**config.mk**
```make
export PLATFORM = sky130hd
export DESIGN_NAME = csbu_core
export DESIGN_NICKNAME = d
export VERILOG_FILES = /design/src/csbu_pkg.sv /design/src/csbu_compare.sv /design/src/csbu_core.sv
export SDC_FILE = /design/constraint.sdc
export NUM_CORES = 1
export LEC_CHECK = 0
export ABC_CLOCK_PERIOD_IN_PS = 3770
export BUFFER_PORTS_ARGS = -buffer_cell sky130_fd_sc_hd__buf_2
export CAP_MARGIN = 20
export CORE_AREA = 3 3 115 106
export DETAILED_ROUTE_END_ITERATION = 10
export DIE_AREA = 0 0 118 109
export PLACE_DENSITY = 0.88
export SLEW_MARGIN = 20
export SYNTH_ARGS = -nofsm -noshare
export SYNTH_HDL_FRONTEND = slang
export SYNTH_SLANG_ARGS = --single-unit
```
**constraint.sdc**
```tcl
create_clock -name clk -period 3.77 [get_ports clk]
set_input_delay 0.377 -clock clk [delete_from_list [all_inputs] [get_ports clk]]
set_output_delay 0.377 -clock clk [all_outputs]
set_load 0.005 [all_outputs]
```
**src/csbu_pkg.sv**
```systemverilog
// Contract
// - compare immediate sets flags, one cycle
// - compare-skip skips next when registers equal
// - register bit clear skips, flags unchanged
// - register bit set skips, flags unchanged
// - io bit clear skips, flags unchanged
// - io bit set skips next instruction
// - flag set branch to pc+k+1
// - flag clear branch to pc+k+1
// - same-or-higher branches on carry clear
// - signed greater-or-equal branch provided
package csbu_pkg;

  // status flag bit positions
  localparam int FLAG_C = 0;
  localparam int FLAG_Z = 1;
  localparam int FLAG_N = 2;
  localparam int FLAG_V = 3;
  localparam int FLAG_S = 4;
  localparam int FLAG_H = 5;

  localparam logic [7:0]  FLAGS_RESET = 8'h00;
  localparam logic [15:0] PC_RESET    = 16'h0000;
  localparam logic [15:0] PC_ONE      = 16'h0001;
  localparam logic [15:0] PC_TWO      = 16'h0002;
  localparam logic [15:0] PC_THREE    = 16'h0003;

  // wishbone register offsets (byte addresses)
  localparam logic [3:0] REG_FLAGS  = 4'h0;
  localparam logic [3:0] REG_PC     = 4'h4;
  localparam logic [3:0] REG_STATUS = 4'h8;

  typedef enum logic [3:0] {
    CSBU_OP_NONE,
    CSBU_OP_CMP,
    CSBU_OP_CMPC,
    CSBU_OP_CMPI,
    CSBU_OP_CMP_SKIP,
    CSBU_OP_SRB_LOW,
    CSBU_OP_SRB_HIGH,
    CSBU_OP_SIO_LOW,
    CSBU_OP_SIO_HIGH,
    CSBU_OP_BR_HIGH,
    CSBU_OP_BR_LOW,
    CSBU_OP_BR_UGE,
    CSBU_OP_BR_SGE,
    CSBU_OP_BR_SLT
  } csbu_op_type;

  // one decoded instruction from the fetch stage
  typedef struct packed {
    csbu_op_type op;
    logic [7:0]  dst_val;    // first operand register
    logic [7:0]  src_val;    // second operand register or immediate
    logic [7:0]  io_val;     // addressed i/o register
    logic [2:0]  bit_sel;    // bit or flag number
    logic [6:0]  offset;     // signed branch offset
    logic        next_long;  // following instruction is two words
  } csbu_instr_type;

  // flag result of a compare
  typedef struct packed {
    logic       write;
    logic [7:0] flags;
  } csbu_flags_type;

endpackage

```
**src/csbu_compare.sv**
```systemverilog
`timescale 1ns/10ps
// subtractor producing compare flags; difference itself is never stored
module csbu_compare (
  input  wire logic [7:0]          a,
  input  wire logic [7:0]          b,
  input  wire logic                cin,
  input  wire logic                keep_z,
  input  wire logic [7:0]          flags_in,
  output csbu_pkg::csbu_flags_type res
);
  logic [8:0] diff;
  logic       n;
  logic       v;
  logic       z;

  // subtract with borrow; carry out of bit 7 is the unsigned borrow
  always_comb begin
    diff = {1'b0, a} - {1'b0, b} - {8'h00, cin};
    n    = diff[7];
    v    = (a[7] & ~b[7] & ~diff[7]) | (~a[7] & b[7] & diff[7]);
    z    = (diff[7:0] == 8'h00) & (~keep_z | flags_in[csbu_pkg::FLAG_Z]);
    res.write = 1'b1;
    res.flags = flags_in;
    res.flags[csbu_pkg::FLAG_C] = diff[8];
    res.flags[csbu_pkg::FLAG_Z] = z;
    res.flags[csbu_pkg::FLAG_N] = n;
    res.flags[csbu_pkg::FLAG_V] = v;
    res.flags[csbu_pkg::FLAG_S] = n ^ v;
    res.flags[csbu_pkg::FLAG_H] = (~a[3] & b[3]) | (b[3] & diff[3]) | (diff[3] & ~a[3]);
  end
endmodule

```
**src/csbu_core.sv**
```systemverilog
// The Wishbone interface to the registers and the register addresses were decided locally.
`timescale 1ns/10ps
// compare, skip and branch execution with a wishbone view of flags and pc
// an instruction is taken at an edge where instr_valid meets instr_ready;
// compares and untaken work finish at that edge, a taken branch or a
// one-word skip one edge later, and a two-word skip two edges later;
// pc only moves once the work is done, so the cycle count shows on pc
// one decoded instruction per edge at best; there is no queue
// limitation: next_long comes from fetch, this block never decodes it
// bus side: classic wishbone, one wait state on every access
module csbu_core (
  input  wire logic                    clk,
  input  wire logic                    arst_n,
  input  wire csbu_pkg::csbu_instr_type instr,
  input  wire logic                    instr_valid,
  output logic                         instr_ready,
  output logic [15:0]                  pc,
  output logic [7:0]                   status_flags_register,
  output logic                         busy,
  input  wire logic [31:0]             wb_adr_i,
  input  wire logic [31:0]             wb_dat_i,
  input  wire logic [3:0]              wb_sel_i,
  input  wire logic                    wb_we_i,
  input  wire logic                    wb_cyc_i,
  input  wire logic                    wb_stb_i,
  output logic [31:0]                  wb_dat_o,
  output logic                         wb_ack_o
);
  logic [15:0]              pc_r;
  logic [7:0]               flags_r;
  logic [1:0]               stall_r;   // extra cycles still owed
  logic [15:0]              pc_hold_r; // target applied when stall ends
  logic                     ack_r;
  logic [31:0]              dat_r;
  logic [7:0]               last_op_r;
  csbu_pkg::csbu_flags_type cmp_res;
  logic                     cond;
  logic                     is_branch;
  logic                     is_skip;
  logic                     is_cmp;
  logic [15:0]              target;
  logic [15:0]              koff;
  logic                     accept;
  logic                     wb_hit;
  // decoded strobes, kept apart so each process reads one condition
  logic                     taken;     // branch or skip whose condition holds
  logic                     wb_wr;     // bus write taken this edge
  logic                     wb_rd;     // bus read taken this edge
  logic                     pc_wr;     // bus write aimed at the pc
  logic                     flags_wr;  // bus write aimed at the flags byte

  // ready drops for exactly the cycles a taken branch or skip still owes
  assign accept      = instr_valid & (stall_r == 2'd0);
  assign instr_ready = (stall_r == 2'd0);
  assign busy        = (stall_r != 2'd0);
  assign pc          = pc_r;
  assign status_flags_register = flags_r;
  assign wb_ack_o    = ack_r;
  assign wb_dat_o    = dat_r;
  assign wb_hit      = wb_cyc_i & wb_stb_i & ~ack_r;

  // bus strobes; ack_r masks wb_hit so one request is taken only once
  assign wb_wr       = wb_hit & wb_we_i;
  assign wb_rd       = wb_hit & ~wb_we_i;
  // a pc write is refused while a branch or skip still owes cycles
  assign pc_wr       = wb_wr & (wb_adr_i[3:0] == csbu_pkg::REG_PC) & (stall_r == 2'd0);
  assign flags_wr    = wb_wr & (wb_adr_i[3:0] == csbu_pkg::REG_FLAGS) & wb_sel_i[0];

  // flag update; compare with carry keeps zero only if it was already set
  // one subtractor serves all three compare forms
  csbu_compare u_cmp (
    .a        (instr.dst_val),
    .b        (instr.src_val),
    .cin      ((instr.op == csbu_pkg::CSBU_OP_CMPC) & flags_r[csbu_pkg::FLAG_C]),
    .keep_z   (instr.op == csbu_pkg::CSBU_OP_CMPC),
    .flags_in (flags_r),
    .res      (cmp_res)
  );

  // sign-extend the seven-bit offset to pc width
  assign koff = {{9{instr.offset[6]}}, instr.offset};

  // condition decode per opcode
  always_comb begin
    cond      = 1'b0;
    is_branch = 1'b0;
    is_skip   = 1'b0;
    is_cmp    = 1'b0;
    unique case (instr.op)
      csbu_pkg::CSBU_OP_NONE: cond = 1'b0;
      csbu_pkg::CSBU_OP_CMP, csbu_pkg::CSBU_OP_CMPC, csbu_pkg::CSBU_OP_CMPI: begin
        is_cmp = 1'b1;
      end
      csbu_pkg::CSBU_OP_CMP_SKIP: begin
        is_skip = 1'b1;
        cond    = (instr.dst_val == instr.src_val);
      end
      // register-bit skips test the second operand register
      csbu_pkg::CSBU_OP_SRB_LOW: begin
        is_skip = 1'b1;
        cond    = ~instr.src_val[instr.bit_sel];
      end
      csbu_pkg::CSBU_OP_SRB_HIGH: begin
        is_skip = 1'b1;
        cond    = instr.src_val[instr.bit_sel];
      end
      csbu_pkg::CSBU_OP_SIO_LOW: begin
        is_skip = 1'b1;
        cond    = ~instr.io_val[instr.bit_sel];
      end
      csbu_pkg::CSBU_OP_SIO_HIGH: begin
        is_skip = 1'b1;
        cond    = instr.io_val[instr.bit_sel];
      end
      csbu_pkg::CSBU_OP_BR_HIGH: begin
        is_branch = 1'b1;
        cond      = flags_r[instr.bit_sel];
      end
      csbu_pkg::CSBU_OP_BR_LOW: begin
        is_branch = 1'b1;
        cond      = ~flags_r[instr.bit_sel];
      end
      csbu_pkg::CSBU_OP_BR_UGE: begin
        is_branch = 1'b1;
        cond      = ~flags_r[csbu_pkg::FLAG_C];
      end
      // signed tests read the flags left by the last compare
      csbu_pkg::CSBU_OP_BR_SGE: begin
        is_branch = 1'b1;
        cond      = ~(flags_r[csbu_pkg::FLAG_N] ^ flags_r[csbu_pkg::FLAG_V]);
      end
      csbu_pkg::CSBU_OP_BR_SLT: begin
        is_branch = 1'b1;
        cond      = flags_r[csbu_pkg::FLAG_N] ^ flags_r[csbu_pkg::FLAG_V];
      end
      default: cond = 1'b0;
    endcase
  end

  // next pc: branch target pc+k+1, skip target pc+2 or pc+3
  // wrap at the top of program space is silent, as for the pc itself
  always_comb begin
    target = pc_r + csbu_pkg::PC_ONE;
    if (is_branch && cond) begin
      target = pc_r + koff + csbu_pkg::PC_ONE;
    end else if (is_skip && cond) begin
      target = instr.next_long ? pc_r + csbu_pkg::PC_THREE : pc_r + csbu_pkg::PC_TWO;
    end
  end

  // taken work owes extra cycles; flags are never touched by it
  assign taken = cond & (is_branch | is_skip);

  // stall counter: taken branch owes one cycle, skip owes one or two
  // target is latched because fetch may change instr while ready is low
  always_ff @(posedge clk or negedge arst_n) begin
    if (!arst_n) begin
      stall_r   <= 2'd0;
      pc_hold_r <= csbu_pkg::PC_RESET;
    end else if (accept && taken) begin
      stall_r   <= (is_skip && instr.next_long) ? 2'd2 : 2'd1;
      pc_hold_r <= target;
    end else if (stall_r != 2'd0) begin // nothing is accepted while counting
      stall_r <= stall_r - 2'd1;
    end
  end

  // pc moves when the instruction finishes, so cycle count is visible on pc
  // priority: finishing work, then a new instruction, then a bus write;
  // a bus write that meets an accepted untaken instruction is dropped on purpose
  always_ff @(posedge clk or negedge arst_n) begin
    if (!arst_n) begin
      pc_r <= csbu_pkg::PC_RESET;
    end else if (stall_r == 2'd1) begin
      pc_r <= pc_hold_r;
    end else if (accept && !taken) begin
      pc_r <= target;
    end else if (pc_wr) begin
      pc_r <= wb_dat_i[15:0];
    end
  end

  // flags change only on compares and bus writes; skips and branches leave them alone
  // a compare in the same cycle as a bus write wins over the write
  always_ff @(posedge clk or negedge arst_n) begin
    if (!arst_n) begin
      flags_r <= csbu_pkg::FLAGS_RESET;
    end else if (accept && is_cmp) begin
      flags_r <= cmp_res.flags;
    end else if (flags_wr) begin
      flags_r <= wb_dat_i[7:0];
    end
  end

  // last accepted opcode kept for software visibility
  // only the low nibble carries the opcode; the upper bits read as zero
  always_ff @(posedge clk or negedge arst_n) begin
    if (!arst_n) begin
      last_op_r <= 8'h00;
    end else if (accept) begin
      last_op_r <= {4'h0, instr.op};
    end
  end

  // wishbone slave: single wait, ack one cycle after strobe, unmapped reads zero
  // trade-off: a write lands on the taking edge, one cycle before ack shows
  always_ff @(posedge clk or negedge arst_n) begin
    if (!arst_n) begin
      ack_r <= 1'b0;
      dat_r <= 32'h00000000;
    end else begin
      ack_r <= wb_hit;
      if (wb_rd) begin
        unique case (wb_adr_i[3:0])
          csbu_pkg::REG_FLAGS:  dat_r <= {24'h000000, flags_r};
          csbu_pkg::REG_PC:     dat_r <= {16'h0000, pc_r};
          csbu_pkg::REG_STATUS: dat_r <= {16'h0000, last_op_r, 6'h00, stall_r};
          default:              dat_r <= 32'h00000000;
        endcase
      end
    end
  end
endmodule

```
---- After elaboration in Yosys (flattened, before gate mapping) ----
Cells that the tools add are included.
storage, ports and cells
  register bits after elaboration ......... 79
  word-level logic and storage cells ...... 113
cells by class
  eq/ne operators ......................... 17
  mux-type cells .......................... 22
  bitwise logic cells ..................... 39
  order comparisons ....................... 1
  reduce and logical (&&, ||, !) cells .... 18
  add/sub/neg operators ................... 8
operator list
  kind                                           count
  two-way mux 16 bit                             6
  case mux 16 bit (3 select lines)               1
  adder 16 x 1 -> 16 bit, second input constant  2
  adder 16 x 2 -> 16 bit, second input constant  2
  == test 4 bit, second input constant           7
  == test 4 x 3 -> 1 bit, second input constant  5
  bitwise AND 1 bit                              19
  adder 16 bit                                   1
  NOT 1 bit                                      13
  two-way mux 6 bit                              2
  case mux 1 bit (10 select lines)               1
  OR reduction 5 bit                             2
  binary-select mux 1 bit (select 3 bit)         3
  subtractor 8 x 8 -> 9 bit                      1
  subtractor 9 x 1 -> 9 bit                      1
  == test 4 x 2 -> 1 bit, second input constant  2
  == test 8 bit                                  1
  logical NOT 8 bit                              1
  logical AND 1 bit                              6
  two-way mux 1 bit                              6
  two-way mux 2 bit                              3
  nonzero test 2 bit                             3
  OR 1 bit                                       5
  == test 4 x 1 -> 1 bit, second input constant  1
  other kinds (10)                               11

---- Longest topological paths before layout ----
Gate-level depths: netlist of run 1.
  word-level depth ........................ 9
  mapped depth ............................ 14
  gate-level depth less buffers ........... 13

---- Hierarchy ----
A second synthesis of run 1 with hierarchy kept.
second synthesis, totals
  cell total of the unflattened synthesis .. 613
  area total of the unflattened synthesis .. 5471.5 µm²
by module, submodules not included
  module        seq. area each (µm²)  area an instance (µm²)  cells an instance  instances
  csbu_core     1576.5                4852.2                  533                1
  csbu_compare  0.0                   619.3                   80                 1

---- Worst setup path before layout of run 1 ----
Ideal clock, no wire load.
  kind .................................... input-to-reg
  start ................................... input instr[36] in the netlist's numbering
  end ..................................... register flags_r[3] (netlist: status_flags_register[3])
  setup time .............................. 124 ps
  arrival time ............................ 2921 ps
  path buffers ............................ 1
  path slack .............................. 725 ps
  stages .................................. 13
  path through ............................ clkbuf_1 nor4b_1 nand2_1 fa_1 ha_1 nand2_1 a21boi_0 o21a_1 o21ai_0 a21oi_1 or3_1 and3_1 o31a_1
between the ends
  longest elaborated chain between the ends .. 7
  elaborated cells between the ends (all ways) .. 14
  classes of those cells .................. add/sub: 1; eq/ne: 3; mux: 2; bitwise: 5; reduce/logical: 3
ends and longest elaborated chain
  item                       RTL line                          RTL
  from (decl)                csbu_core.sv:14                   input wire csbu_pkg::csbu_instr_type instr,
  == test 4 x 2 -> 1 bit     csbu_core.sv:74, csbu_core.sv:89
  bitwise AND 1 bit          csbu_core.sv:74                   .cin ((instr.op == csbu_pkg::CSBU_OP_CMPC) & flags_r[csbu_pkg::FLAG_C]),
  subtractor 9 x 1 -> 9 bit  csbu_compare.sv:18                diff = {1'b0, a} - {1'b0, b} - {8'h00, cin};
  NOT 1 bit                  csbu_compare.sv:20                v = (a[7] & ~b[7] & ~diff[7]) | (~a[7] & b[7] & diff[7]);
  bitwise AND 1 bit          csbu_compare.sv:20
  OR 1 bit                   csbu_compare.sv:20
  two-way mux 6 bit          csbu_core.sv:188                  end else if (accept && is_cmp) begin
  to (signal assigned)       csbu_core.sv:187                  flags_r <= csbu_pkg::FLAGS_RESET;
  to (signal assigned)       csbu_core.sv:189                  flags_r <= cmp_res.flags;
  to (signal assigned)       csbu_core.sv:191                  flags_r <= wb_dat_i[7:0];
  to (decl)                  csbu_core.sv:30                   logic [7:0] flags_r;
Several ways; a longest one is shown, not always the timed one.
A chain may end at the register's enable or synchronous reset.

---- Worst setup path in the final report of run 1 ----
  start ................................... register pc_r[0] (netlist: pc[0])
  end ..................................... register pc_hold_r[10]
between the ends
  longest elaborated chain between the ends .. 4
  elaborated cells between the ends (all ways) .. 8
  classes of those cells .................. add/sub: 5; mux: 3
ends and longest elaborated chain
  item                                                                  RTL line          RTL
  from (decl)                                                           csbu_core.sv:29   logic [15:0] pc_r;
  from (signal assigned)                                                csbu_core.sv:173  pc_r <= csbu_pkg::PC_RESET;
  from (signal assigned)                                                csbu_core.sv:175  pc_r <= pc_hold_r;
  from (signal assigned)                                                csbu_core.sv:177  pc_r <= target;
  parallel branches: the longest is 3 deep, another holds adder 16 bit  -
  two-way mux 16 bit (*)                                                csbu_core.sv:144  if (is_branch && cond) begin
  to (signal assigned)                                                  csbu_core.sv:159  pc_hold_r <= csbu_pkg::PC_RESET;
  to (signal assigned)                                                  csbu_core.sv:162  pc_hold_r <= target;
  to (decl)                                                             csbu_core.sv:32   logic [15:0] pc_hold_r;
Mark *: on every way between the ends.

==> results of run 1 <==
-- worst min path at each step --
stage                  start      endpoint  slack [ps]  depth (start not counted)
floorplan             arst_n  last_op_r[0]          80                          0
global placement    wb_ack_o      wb_ack_o         430                          1
detailed placement  wb_ack_o      wb_ack_o         440                          1
CTS                   arst_n   wb_dat_o[9]         160                          1
global route          arst_n   wb_dat_o[4]         190                          1
finish                arst_n        pc[13]         140                          1
-- cell type report --
class / count / area, um2
fillers: 923 / 4189
flip-flops and latches: 63 / 1577
repair buffers: 124 / 660.6
multi-input cells: 533 / 3800
clock buffers: 9 / 225.2
inverters: 49 / 183.9
clock inverters: 7 / 120.1
well taps: 152 / 190.2
-- registers in the layout, indices dropped and copies added (netlist names) --
register / flops
last_op_r: 4
wb_ack_o: 1
wb_dat_o: 16
pc: 16
status_flags_register: 8
pc_hold_r: 16
stall_r: 2
-- layer usage --
metal	track usage [%]	share of wire [%]	vias to the layer above	wire, um
met3	5.861	10	64	1741
met2	41.03	44	356	7653
met1	35.99	41	2669	7150
met4	11.05	4.1	0	710
li1	-	-	2709	-
met5	0	0	-	0
-- metrics by stage --
step | setup slack, ps | util (%) | cells
6_report | 399.7 | 61.73 | 937
5_1_grt | 284.3 | 61.73 | 937
4_1_cts | 464.4 | 61.73 | 937
3_5_place_dp | 491.1 | 58.57 | 921
3_3_place_gp | 560.6 | 58.57 | 921
2_1_floorplan | 725.0 | - | 695
-- critical path, delay by kind of cell (launching register included) --
family | cells | cell delay, ps
compound gates | 6 | 1770
xor+xnor | 1 | 160
fa+ha+maj | 2 | 660
buf+inv | 2 | 240
flops | 1 | 370
simple gates | 1 | 90
-- cells by family after synthesis --
family / share of synthesized area (%)
AO/OA/AOI/OAI: 24.56
XOR/XNOR: 4.047
flip-flops: 27.27
multiplexers: 8.656
AND/OR/NAND/NOR: 18.46
other: 0.06486
adder cells (fa/ha/maj): 8.829
buffers and inverters: 8.115
-- cell usage in the layout, fill, tap and decap left out, types with 11 or more instances in the layout --
cell type / instances
a21oi_1: 30
a22o_1: 15
a31oi_1: 11
and2_1: 17
buf_2: 108
buf_4: 16
conb_1: 16
dfrtp_1: 63
ha_1: 36
inv_1: 48
mux2_2: 12
mux2i_1: 32
nand2_1: 59
nand3_1: 28
nor2_1: 30
nor3_1: 19
o21ai_0: 26
xnor2_1: 15
-- power by group through the flow --
stage	clock, mW	sequential, mW	combinational (mW)
after floorplan	0	1.14	1.69
after global placement	0	1.23	2.28
after detailed placement	0	1.24	2.34
after CTS	0.970	1.23	2.37
after global routing	1.00	1.27	2.65
final	0.969	1.25	2.41
==> impl_table.tex, run 1 <==
\begin{tabular}{lr}
\hline
Metric & Value \\
\hline
\multicolumn{2}{l}{\textbf{Worst setup path}} \\
Start-to-end type of the worst setup path & flip-flop to flip-flop \\
Data required, critical path & 4050 ps \\
Slowest library cell on the worst path & a2111o\_1 \\
Kind of capture point of the worst setup path & flip-flop \\
Data arrival time at the worst-slack endpoint & 3650 ps \\
Highest fanout seen on the critical path & 4 \\
Beginning of the worst register-to-register path & pc[0] \\
Delay of the slowest cell on the worst path & 470 ps \\
First element of the critical path & pc[0] \\
Worst path cell trace & inv\_1, ha\_1, inv\_1, fa\_1, a211oi\_1, o21bai\_1, a2111o\_1, a311oi\_1, xnor2\_1, nor2\_1, a211oi\_1, a21o\_1 \\
Worst reg2reg endpoint & pc\_hold\_r[10] \\
Endpoint of the worst setup timing path & pc\_hold\_r[10] \\
Worst Setup Start Kind & flip-flop \\
Worst Reg2Reg Path Length in Cells & 12 \\
Internal reg-to-reg setup slack & 400 ps \\
\multicolumn{2}{l}{\textbf{Global routing}} \\
Number of global-route vias before repair & 5309 \\
Maximum number of pins on one net before global-route repair & 37 \\
Global-route wire length before repair & 27.32 mm \\
Global routing usage summed across all routing layers & 26.44\% \\
GRT Residual Overflow & 0 \\
Antenna violations before repair & 0 \\
\multicolumn{2}{l}{\textbf{Timing}} \\
Worst clock skew & 5.441 ps \\
Final Hold Violating Endpoints & 0 \\
Max-slew headroom & 43.41\% \\
Final TNS setup & 0 ps \\
Post-route minimum period & 3370 ps \\
Unrepaired setup endpoints after global routing & false \\
Slew @ Worst Pin & 848.8 ps \\
Final hold slack & 145.0 ps \\
Pins Over Slew Limit & 0 \\
Fmax & 0.2967 GHz \\
Final-report setup violation count & 0 \\
Part of the cycle the worst path needs & 89.40\% \\
\multicolumn{2}{l}{\textbf{Clocking}} \\
Cell at the root of the clock tree & clkbuf\_16 \\
CTS sink cnt & 63 \\
Max H-tree Level & 3 \\
Clock-pin transition on the worst setup and hold timing paths & 60 ps \\
Setup bufs post-CTS & 0 \\
Clock buffer count from CTS & 9 \\
Worst-case clock buffer depth & 2 \\
Clock latency on the worst-skew pair & 340 ps \\
Clock tree from TritonCTS & done \\
Post-cts resize count & 0 \\
Number of hold-repair buffers added at the cts stage & 0 \\
\multicolumn{2}{l}{\textbf{Outcome}} \\
Status & finished clean \\
\multicolumn{2}{l}{\textbf{Die}} \\
Overall die width & 118 um \\
Number of top-level pins & 172 \\
Starting density of the core & 52.82\% \\
Die extent in y & 109 um \\
Std-Cell Core Area & 10950 um2 \\
Row cnt & 36 \\
Area enclosed by the die boundary & 12860 um2 \\
\multicolumn{2}{l}{\textbf{Power and ir drop}} \\
Worst IR drop on VDD & 0.0002998 V \\
Net switching power figure & 2.026 mW \\
Power density of the placed cells & 685.5 nW/um2 \\
Leakage Power & 3.148 nW \\
Combinational share of power & 52.1\% \\
Proportion of power drawn by the clock network & 20.9\% \\
Switching power share of the total & 43.75\% \\
Overall power after layout & 4.631 mW \\
Power Internal & 2.605 mW \\
Part of the power in registers & 27.0\% \\
\multicolumn{2}{l}{\textbf{Logic synthesis}} \\
Count of warnings emitted by yosys & 0 \\
Cell with the most instances after synthesis & dfrtp\_1 \\
Yosys cell types & 75 \\
Cell taking the most area after synthesis & dfrtp\_1 \\
Number of flip-flops and latches in the synthesized netlist & 63 \\
Mean instance size in the synthesized netlist & 8.503 um2 \\
Commonest cells post-synth & dfrtp\_1 (63), nand2\_1 (59), inv\_1 (48) \\
Syn Std Cell Area & 5782 um2 \\
Cell count after synthesis & 680 \\
Post-synth ARST share & 100.0\% \\
Dominant cells by area after synthesis & dfrtp\_1 (27\%), ha\_1 (7.8\%), mux2i\_1 (5.5\%), nand2\_1 (3.8\%), inv\_1 (3.1\%) \\
Sequential share of the synthesized area & 27.27\% \\
Count of flip-flops with a built-in enable after synthesis & 0 \\
Most used flip-flop cell after synthesis & dfrtp\_1 \\
Area share of the largest cell type after synthesis & 27.27\% \\
\multicolumn{2}{l}{\textbf{Routing}} \\
Violation count after the first detailed-routing iteration & 819 \\
Post-detailed-route DRC marker count & 0 \\
Avg WL per Cell & 18.42 um \\
Vias & 5798 \\
Detailed-routing iteration count for the pre-antenna-repair pass & 7 \\
Residual antenna-violating net count after detailed routing & 0 \\
Total routed wirelength & 17.26 mm \\
Via-per-instance ratio & 6.188 \\
\multicolumn{2}{l}{\textbf{Layout}} \\
Area of all placed cells without fillers & 6756 um2 \\
Fraction of layout instances using a drive strength above 1 & 21.15\% \\
Number of nets in the layout & 932 \\
Layout overhead on the synthesized area & 16.86\% \\
Number of antenna cells inserted & 0 \\
\multicolumn{2}{l}{\textbf{Placement}} \\
Post-DP Area & 6411 um2 \\
IO buf count & 108 \\
Post-DP HPWL & 12.88 mm \\
GPL Wtd Cong & 0.9750 \\
\multicolumn{2}{l}{\textbf{Hold path}} \\
Hold crit path type & input pin to asynchronous set/reset pin \\
\multicolumn{2}{l}{\textbf{Flow run}} \\
Max Cap Viol & 0 \\
\hline
\end{tabular}
(Power assumes the default switching activity.)
==> run 2, diff against run 1 <==
--- a/config.mk
+++ b/config.mk
@@ -9,6 +9,7 @@
 export BUFFER_PORTS_ARGS = -buffer_cell sky130_fd_sc_hd__buf_2
 export CAP_MARGIN = 20
 export CORE_AREA = 3 3 115 106
+export CTS_BUF_LIST = sky130_fd_sc_hd__clkbuf_4 sky130_fd_sc_hd__clkbuf_8
 export DETAILED_ROUTE_END_ITERATION = 10
 export DIE_AREA = 0 0 118 109
 export PLACE_DENSITY = 0.88
==> run 2 against run 1 <==
Setup slack better by 35 ps; hold slack worse by 16 ps; highest routed layer unchanged; largest power group unchanged; critical path depth unchanged; first-iteration DRC count shrank 12%; sequential share of layout area rose by 0.35 points; sequential power hardly changed; via count rose by 1.0%.
==> impl_table.tex, run 2 (synthesis gave the netlist of run 1 again) <==
\begin{tabular}{lr}
\hline
Metric & Value \\
\hline
\multicolumn{2}{l}{\textbf{Outcome}} \\
Status & finished clean (unchanged) \\
\multicolumn{2}{l}{\textbf{Power and ir drop}} \\
Power density of the placed cells & 659.7 nW/um2 (was 685.5 nW/um2) \\
Worst IR drop on VDD & 0.0003188 V (was 0.0002998 V) \\
Overall power after layout & 4.392 mW (was 4.631 mW) \\
Leakage Power & 3.102 nW (was 3.148 nW) \\
\multicolumn{2}{l}{\textbf{Timing}} \\
Slew @ Worst Pin & 866.7 ps (was 848.8 ps) \\
Final TNS setup & 0 ps (unchanged) \\
Worst clock skew & 8.640 ps (was 5.441 ps) \\
Final hold slack & 128.6 ps (was 145.0 ps) \\
Final Hold Violating Endpoints & 0 (unchanged) \\
Final-report setup violation count & 0 (unchanged) \\
Max-slew headroom & 42.22\% (was 43.41\%) \\
Post-route minimum period & 3336 ps (was 3370 ps) \\
Part of the cycle the worst path needs & 88.48\% (was 89.40\%) \\
Pins Over Slew Limit & 0 (unchanged) \\
Fmax & 0.2998 GHz (was 0.2967 GHz) \\
Unrepaired setup endpoints after global routing & false (unchanged) \\
\multicolumn{2}{l}{\textbf{Clocking}} \\
Post-cts resize count & 0 (unchanged) \\
Clock-pin transition on the worst setup and hold timing paths & 80 ps (was 60 ps) \\
Max H-tree Level & 3 (unchanged) \\
Number of hold-repair buffers added at the cts stage & 0 (unchanged) \\
Clock latency on the worst-skew pair & 360 ps (was 340 ps) \\
Setup bufs post-CTS & 0 (unchanged) \\
Cell at the root of the clock tree & clkbuf\_8 (was clkbuf\_16) \\
CTS sink cnt & 63 (unchanged) \\
Clock buffer count from CTS & 9 (unchanged) \\
Clock tree from TritonCTS & done (unchanged) \\
Worst-case clock buffer depth & 2 (unchanged) \\
\multicolumn{2}{l}{\textbf{Routing}} \\
Detailed-routing iteration count for the pre-antenna-repair pass & 6 (was 7) \\
Avg WL per Cell & 18.35 um (was 18.42 um) \\
Residual antenna-violating net count after detailed routing & 0 (unchanged) \\
Post-detailed-route DRC marker count & 0 (unchanged) \\
Total routed wirelength & 17.21 mm (was 17.26 mm) \\
Via-per-instance ratio & 6.243 (was 6.188) \\
Violation count after the first detailed-routing iteration & 723 (was 819) \\
Vias & 5856 (was 5798) \\
\multicolumn{2}{l}{\textbf{Die}} \\
Die extent in y & 109 um (unchanged) \\
Number of top-level pins & 172 (unchanged) \\
Area enclosed by the die boundary & 12860 um2 (unchanged) \\
Overall die width & 118 um (unchanged) \\
Row cnt & 36 (unchanged) \\
Starting density of the core & 52.82\% (unchanged) \\
Std-Cell Core Area & 10950 um2 (unchanged) \\
\multicolumn{2}{l}{\textbf{Hold path}} \\
Hold crit path type & input pin to asynchronous set/reset pin (unchanged) \\
\multicolumn{2}{l}{\textbf{Layout}} \\
Layout overhead on the synthesized area & 15.15\% (was 16.86\%) \\
Most common library cell in the layout ignoring fill and taps & buf\_2 (unchanged) \\
End-of-flow core utilization & 60.83\% (was 61.73\%) \\
Post-layout instance count excluding filler cells & 938 (was 937) \\
Most frequent cells in the layout & buf\_2 (108), dfrtp\_1 (63), nand2\_1 (59), inv\_1 (48), ha\_1 (36) (unchanged) \\
Number of nets in the layout & 932 (unchanged) \\
Fraction of layout instances using a drive strength above 1 & 21.15\% (unchanged) \\
Filler cell count in the final layout & 942 (was 923) \\
\multicolumn{2}{l}{\textbf{Placement}} \\
Cell count after placement & 921 (unchanged) \\
Post-DP HPWL & 12.88 mm (unchanged) \\
GPL Wtd Cong & 0.9750 (unchanged) \\
IO buf count & 108 (unchanged) \\
\multicolumn{2}{l}{\textbf{Global routing}} \\
Global-route wire length before repair & 27.38 mm (was 27.32 mm) \\
Maximum number of pins on one net before global-route repair & 37 (unchanged) \\
GRT Residual Overflow & 0 (unchanged) \\
Antenna violations before repair & 0 (unchanged) \\
Global routing usage summed across all routing layers & 26.33\% (was 26.44\%) \\
Number of global-route vias before repair & 5385 (was 5309) \\
\multicolumn{2}{l}{\textbf{Worst setup path}} \\
Data arrival time at the worst-slack endpoint & 3640 ps (was 3650 ps) \\
Highest fanout seen on the critical path & 4 (unchanged) \\
Kind of capture point of the worst setup path & flip-flop (unchanged) \\
Data required, critical path & 4070 ps (was 4050 ps) \\
Worst Setup Start Kind & flip-flop (unchanged) \\
Start-to-end type of the worst setup path & flip-flop to flip-flop (unchanged) \\
\multicolumn{2}{l}{\textbf{Flow run}} \\
Max Cap Viol & 0 (unchanged) \\
\hline
\end{tabular}
-- run 2: where the power goes --
group	internal, mW	leakage [nW]	switching, mW	total (mW)
Clock	0.441	0.120	0.288	0.729
Combinational	1.05	2.18	1.37	2.41
Sequential	0.912	0.806	0.337	1.25
Total	2.40	3.10	1.99	4.39
-- run 2: path summary, 6_finish.rpt --
path / from / endpoint / slack (ps) / cells past startpoint
max: pc[0] / pc_hold_r[10] / 430 / 12
min: arst_n / pc[13] / 130 / 1
max reg2reg: pc[0] / pc_hold_r[10] / 430 / 12
min reg2reg: wb_ack_o / wb_ack_o / 450 / 1
max in group asynchronous: arst_n / pc[12] / 2740 / 2
min in group clk: wb_stb_i / wb_ack_o / 260 / 3
-- run 2: worst max-delay path, cell delays in order, from the launching register on --
cell	delay, ps
dfrtp_1	380
inv_1	160
ha_1	230
inv_1	70
fa_1	430
a211oi_1	250
o21bai_1	130
a2111o_1	470
a311oi_1	370
xnor2_1	160
nor2_1	90
a211oi_1	410
a21o_1	130
-- run 2: per-stage QoR --
step / cell area, um2 / worst slack, ps
2_1_floorplan: 5838 / 725.0
3_3_place_gp: 6411 / 560.6
5_1_grt: 6655 / 251.8
4_1_cts: 6655 / 463.6
3_5_place_dp: 6411 / 491.1
6_report: 6658 / 434.4
-- run 2: routing by layer --
metal	wire length (um)	share of wire [%]	up-vias	GRT usage, %
met1	7234	42	2738	35.55
met2	7771	45	347	41.65
met3	1597	9.3	69	5.861
li1	-	-	2702	-
met5	0	0	-	0
met4	607	3.5	0	10.04
-- run 2: cell type report --
type | instances | area [um2] | area share (%)
Sequential cell | 63 | 1577 | 23.68
Tap cell | 152 | 190.2 | 2.857
Inverter | 49 | 183.9 | 2.763
Clock buffer | 9 | 123.9 | 1.861
Antenna cell | 1 | 2.502 | 0.03759
Clock inverter | 7 | 120.1 | 1.804
Timing Repair Buffer | 124 | 660.6 | 9.923
Multi-Input combinational cell | 533 | 3800 | 57.08
==> run 3, diff against run 2 <==
--- a/config.mk
+++ b/config.mk
@@ -9,11 +9,11 @@
 export BUFFER_PORTS_ARGS = -buffer_cell sky130_fd_sc_hd__buf_2
 export CAP_MARGIN = 20
 export CORE_AREA = 3 3 115 106
-export CTS_BUF_LIST = sky130_fd_sc_hd__clkbuf_4 sky130_fd_sc_hd__clkbuf_8
 export DETAILED_ROUTE_END_ITERATION = 10
 export DIE_AREA = 0 0 118 109
-export PLACE_DENSITY = 0.88
+export PLACE_DENSITY = 0.81
 export SLEW_MARGIN = 20
 export SYNTH_ARGS = -nofsm -noshare
 export SYNTH_HDL_FRONTEND = slang
 export SYNTH_SLANG_ARGS = --single-unit
+export TNS_END_PERCENT = 100
==> run 3 against run 2 <==
Register-to-register slack lost 40 ps; first-iteration DRC count down 13%; design area increased by 0.43%; flip-flop and latch count unchanged; clock power rose by 11%; critical path type unchanged; largest cell class unchanged.
==> impl_table.tex, run 3 (synthesis gave the netlist of run 1 again) <==
\begin{tabular}{lr}
\hline
Metric & Value \\
\hline
\multicolumn{2}{l}{\textbf{Placement}} \\
GPL Wtd Cong & 0.9410 (was 0.9750) \\
Post-DP HPWL & 13.69 mm (was 12.88 mm) \\
Post-DP Area & 6396 um2 (was 6411 um2) \\
IO buf count & 108 (unchanged) \\
\multicolumn{2}{l}{\textbf{Routing}} \\
Top Metal Used & met4 (unchanged) \\
Met1 Routed Length & 7.275 mm (was 7.234 mm) \\
Vias & 5946 (was 5856) \\
Avg WL per Cell & 19.34 um (was 18.35 um) \\
Detailed-routing iteration count for the pre-antenna-repair pass & 6 (unchanged) \\
Via-per-instance ratio & 6.359 (was 6.243) \\
Residual antenna-violating net count after detailed routing & 0 (unchanged) \\
Total routed wirelength & 18.08 mm (was 17.21 mm) \\
Post-detailed-route DRC marker count & 0 (unchanged) \\
Met3 layer wire length in the routed design & 1.988 mm (was 1.597 mm) \\
Violation count after the first detailed-routing iteration & 626 (was 723) \\
Met2 routed wirelength & 8.240 mm (was 7.771 mm) \\
\multicolumn{2}{l}{\textbf{Flow run}} \\
Max Cap Viol & 0 (unchanged) \\
\multicolumn{2}{l}{\textbf{Power and ir drop}} \\
Power Internal & 2.463 mW (was 2.398 mW) \\
Combinational share of power & 53.9\% (was 55.0\%) \\
Net switching power figure & 2.029 mW (was 1.994 mW) \\
Switching power share of the total & 45.17\% (was 45.41\%) \\
Overall power after layout & 4.491 mW (was 4.392 mW) \\
Proportion of power drawn by the clock network & 18.1\% (was 16.6\%) \\
Part of the power in registers & 28.0\% (was 28.4\%) \\
Worst IR drop on VDD & 0.0002870 V (was 0.0003188 V) \\
Leakage Power & 3.116 nW (was 3.102 nW) \\
Power density of the placed cells & 671.7 nW/um2 (was 659.7 nW/um2) \\
\multicolumn{2}{l}{\textbf{Worst setup path}} \\
Worst Reg2Reg Path Length in Cells & 12 (unchanged) \\
Beginning of the worst register-to-register path & pc[0] (unchanged) \\
Start-to-end type of the worst setup path & flip-flop to flip-flop (unchanged) \\
Worst reg2reg endpoint & pc\_hold\_r[10] (unchanged) \\
Highest fanout seen on the critical path & 4 (unchanged) \\
Data arrival time at the worst-slack endpoint & 3650 ps (was 3640 ps) \\
Worst Setup Start Kind & flip-flop (unchanged) \\
Internal reg-to-reg setup slack & 390 ps (was 430 ps) \\
Kind of capture point of the worst setup path & flip-flop (unchanged) \\
Data required, critical path & 4040 ps (was 4070 ps) \\
\multicolumn{2}{l}{\textbf{Timing}} \\
Max-slew headroom & 38.14\% (was 42.22\%) \\
Post-route minimum period & 3380 ps (was 3336 ps) \\
Part of the cycle the worst path needs & 89.66\% (was 88.48\%) \\
Unrepaired setup endpoints after global routing & false (unchanged) \\
Final Hold Violating Endpoints & 0 (unchanged) \\
Final-report setup violation count & 0 (unchanged) \\
Slew @ Worst Pin & 904.5 ps (was 866.7 ps) \\
Final TNS setup & 0 ps (unchanged) \\
Pins Over Slew Limit & 0 (unchanged) \\
Worst clock skew & 5.026 ps (was 8.640 ps) \\
Fmax & 0.2959 GHz (was 0.2998 GHz) \\
\multicolumn{2}{l}{\textbf{Die}} \\
Row cnt & 36 (unchanged) \\
Number of top-level pins & 172 (unchanged) \\
Std-Cell Core Area & 10950 um2 (unchanged) \\
Starting density of the core & 52.82\% (unchanged) \\
Overall die width & 118 um (unchanged) \\
Die extent in y & 109 um (unchanged) \\
Area enclosed by the die boundary & 12860 um2 (unchanged) \\
\multicolumn{2}{l}{\textbf{Clocking}} \\
CTS sink cnt & 63 (unchanged) \\
Worst-case clock buffer depth & 2 (unchanged) \\
Clock-pin transition on the worst setup and hold timing paths & 50 ps (was 80 ps) \\
Clock latency on the worst-skew pair & 340 ps (was 360 ps) \\
Clock buffer count from CTS & 9 (unchanged) \\
Cell at the root of the clock tree & clkbuf\_16 (was clkbuf\_8) \\
Setup bufs post-CTS & 0 (unchanged) \\
Clock tree from TritonCTS & done (unchanged) \\
Number of hold-repair buffers added at the cts stage & 0 (unchanged) \\
Post-cts resize count & 0 (unchanged) \\
Max H-tree Level & 3 (unchanged) \\
\multicolumn{2}{l}{\textbf{Hold path}} \\
Hold crit path type & input pin to asynchronous set/reset pin (unchanged) \\
\multicolumn{2}{l}{\textbf{Layout}} \\
Area of all placed cells without fillers & 6686 um2 (was 6658 um2) \\
Number of nets in the layout & 930 (was 932) \\
Layout overhead on the synthesized area & 15.65\% (was 15.15\%) \\
Most frequent cells in the layout & buf\_2 (108), dfrtp\_1 (63), nand2\_1 (59), inv\_1 (48), ha\_1 (36) (unchanged) \\
Fraction of layout instances using a drive strength above 1 & 20.82\% (was 21.15\%) \\
Number of antenna cells inserted & 0 (was 1) \\
Most common library cell in the layout ignoring fill and taps & buf\_2 (unchanged) \\
\multicolumn{2}{l}{\textbf{Global routing}} \\
GRT Residual Overflow & 0 (unchanged) \\
Global-route wire length before repair & 28.87 mm (was 27.38 mm) \\
Maximum number of pins on one net before global-route repair & 37 (unchanged) \\
Number of global-route vias before repair & 5701 (was 5385) \\
Global routing usage summed across all routing layers & 27.96\% (was 26.33\%) \\
Antenna violations before repair & 0 (unchanged) \\
\multicolumn{2}{l}{\textbf{Outcome}} \\
Status & finished clean (unchanged) \\
\hline
\end{tabular}
run 3: final cells by class:
cell class,instances,area (um2)
fill,980,4259
tap,152,190.2
multi-input combinational,533,3800
sequential,63,1577
inverter,49,183.9
clock inverter,6,61.31
clock buffer,10,229.0
timing repair buffer,122,645.6
run 3: critical path: stages, from the launching register on:
cell      delay [ps]
dfrtp_1          370
inv_1            190
ha_1             240
inv_1             60
fa_1             430
a211oi_1         260
o21bai_1         150
a2111o_1         480
a311oi_1         340
xnor2_1          180
nor2_1            90
a211oi_1         390
a21o_1           130
run 3: through the flow:
step                      instances  worst slack, ps  utilization (%)  hold WS [ps]
final                           935            390.0            61.09         74.77
after global routing            935            177.9            61.09         116.3
after CTS                       935            475.6            61.09         88.01
after detailed placement        919            373.6            58.44         434.2
after global placement          919            552.9            58.44         418.7
after floorplan                 695            725.0                -         81.41
run 3: routing by layer:
layer / vias up / GRT usage, %
li1: 2704 / -
met4: 0 / 9.791
met5: - / 0
met3: 68 / 7.210
met1: 2801 / 36.26
met2: 373 / 45.79
run 3: power by group through the flow:
| stage | clock (mW) | combinational, mW | sequential [mW] |
|---|---|---|---|
| floorplan | 0 | 1.69 | 1.14 |
| global placement | 0 | 2.26 | 1.24 |
| detailed placement | 0 | 2.36 | 1.26 |
| CTS | 0.818 | 2.38 | 1.25 |
| global route | 0.846 | 2.66 | 1.28 |
| finish | 0.812 | 2.42 | 1.26 |
run 3: worst max-delay path by stage:
stage,startpoint,endpoint,slack (ps),cells after the start
2_1_floorplan,instr[36],status_flags_register[3],720,13
3_3_place_gp,instr[10],pc[12],550,11
3_5_place_dp,instr[35],status_flags_register[3],370,13
4_1_cts,pc[0],pc_hold_r[10],480,12
5_1_grt,pc[0],pc_hold_r[10],180,12
6_report,pc[0],pc_hold_r[10],390,12
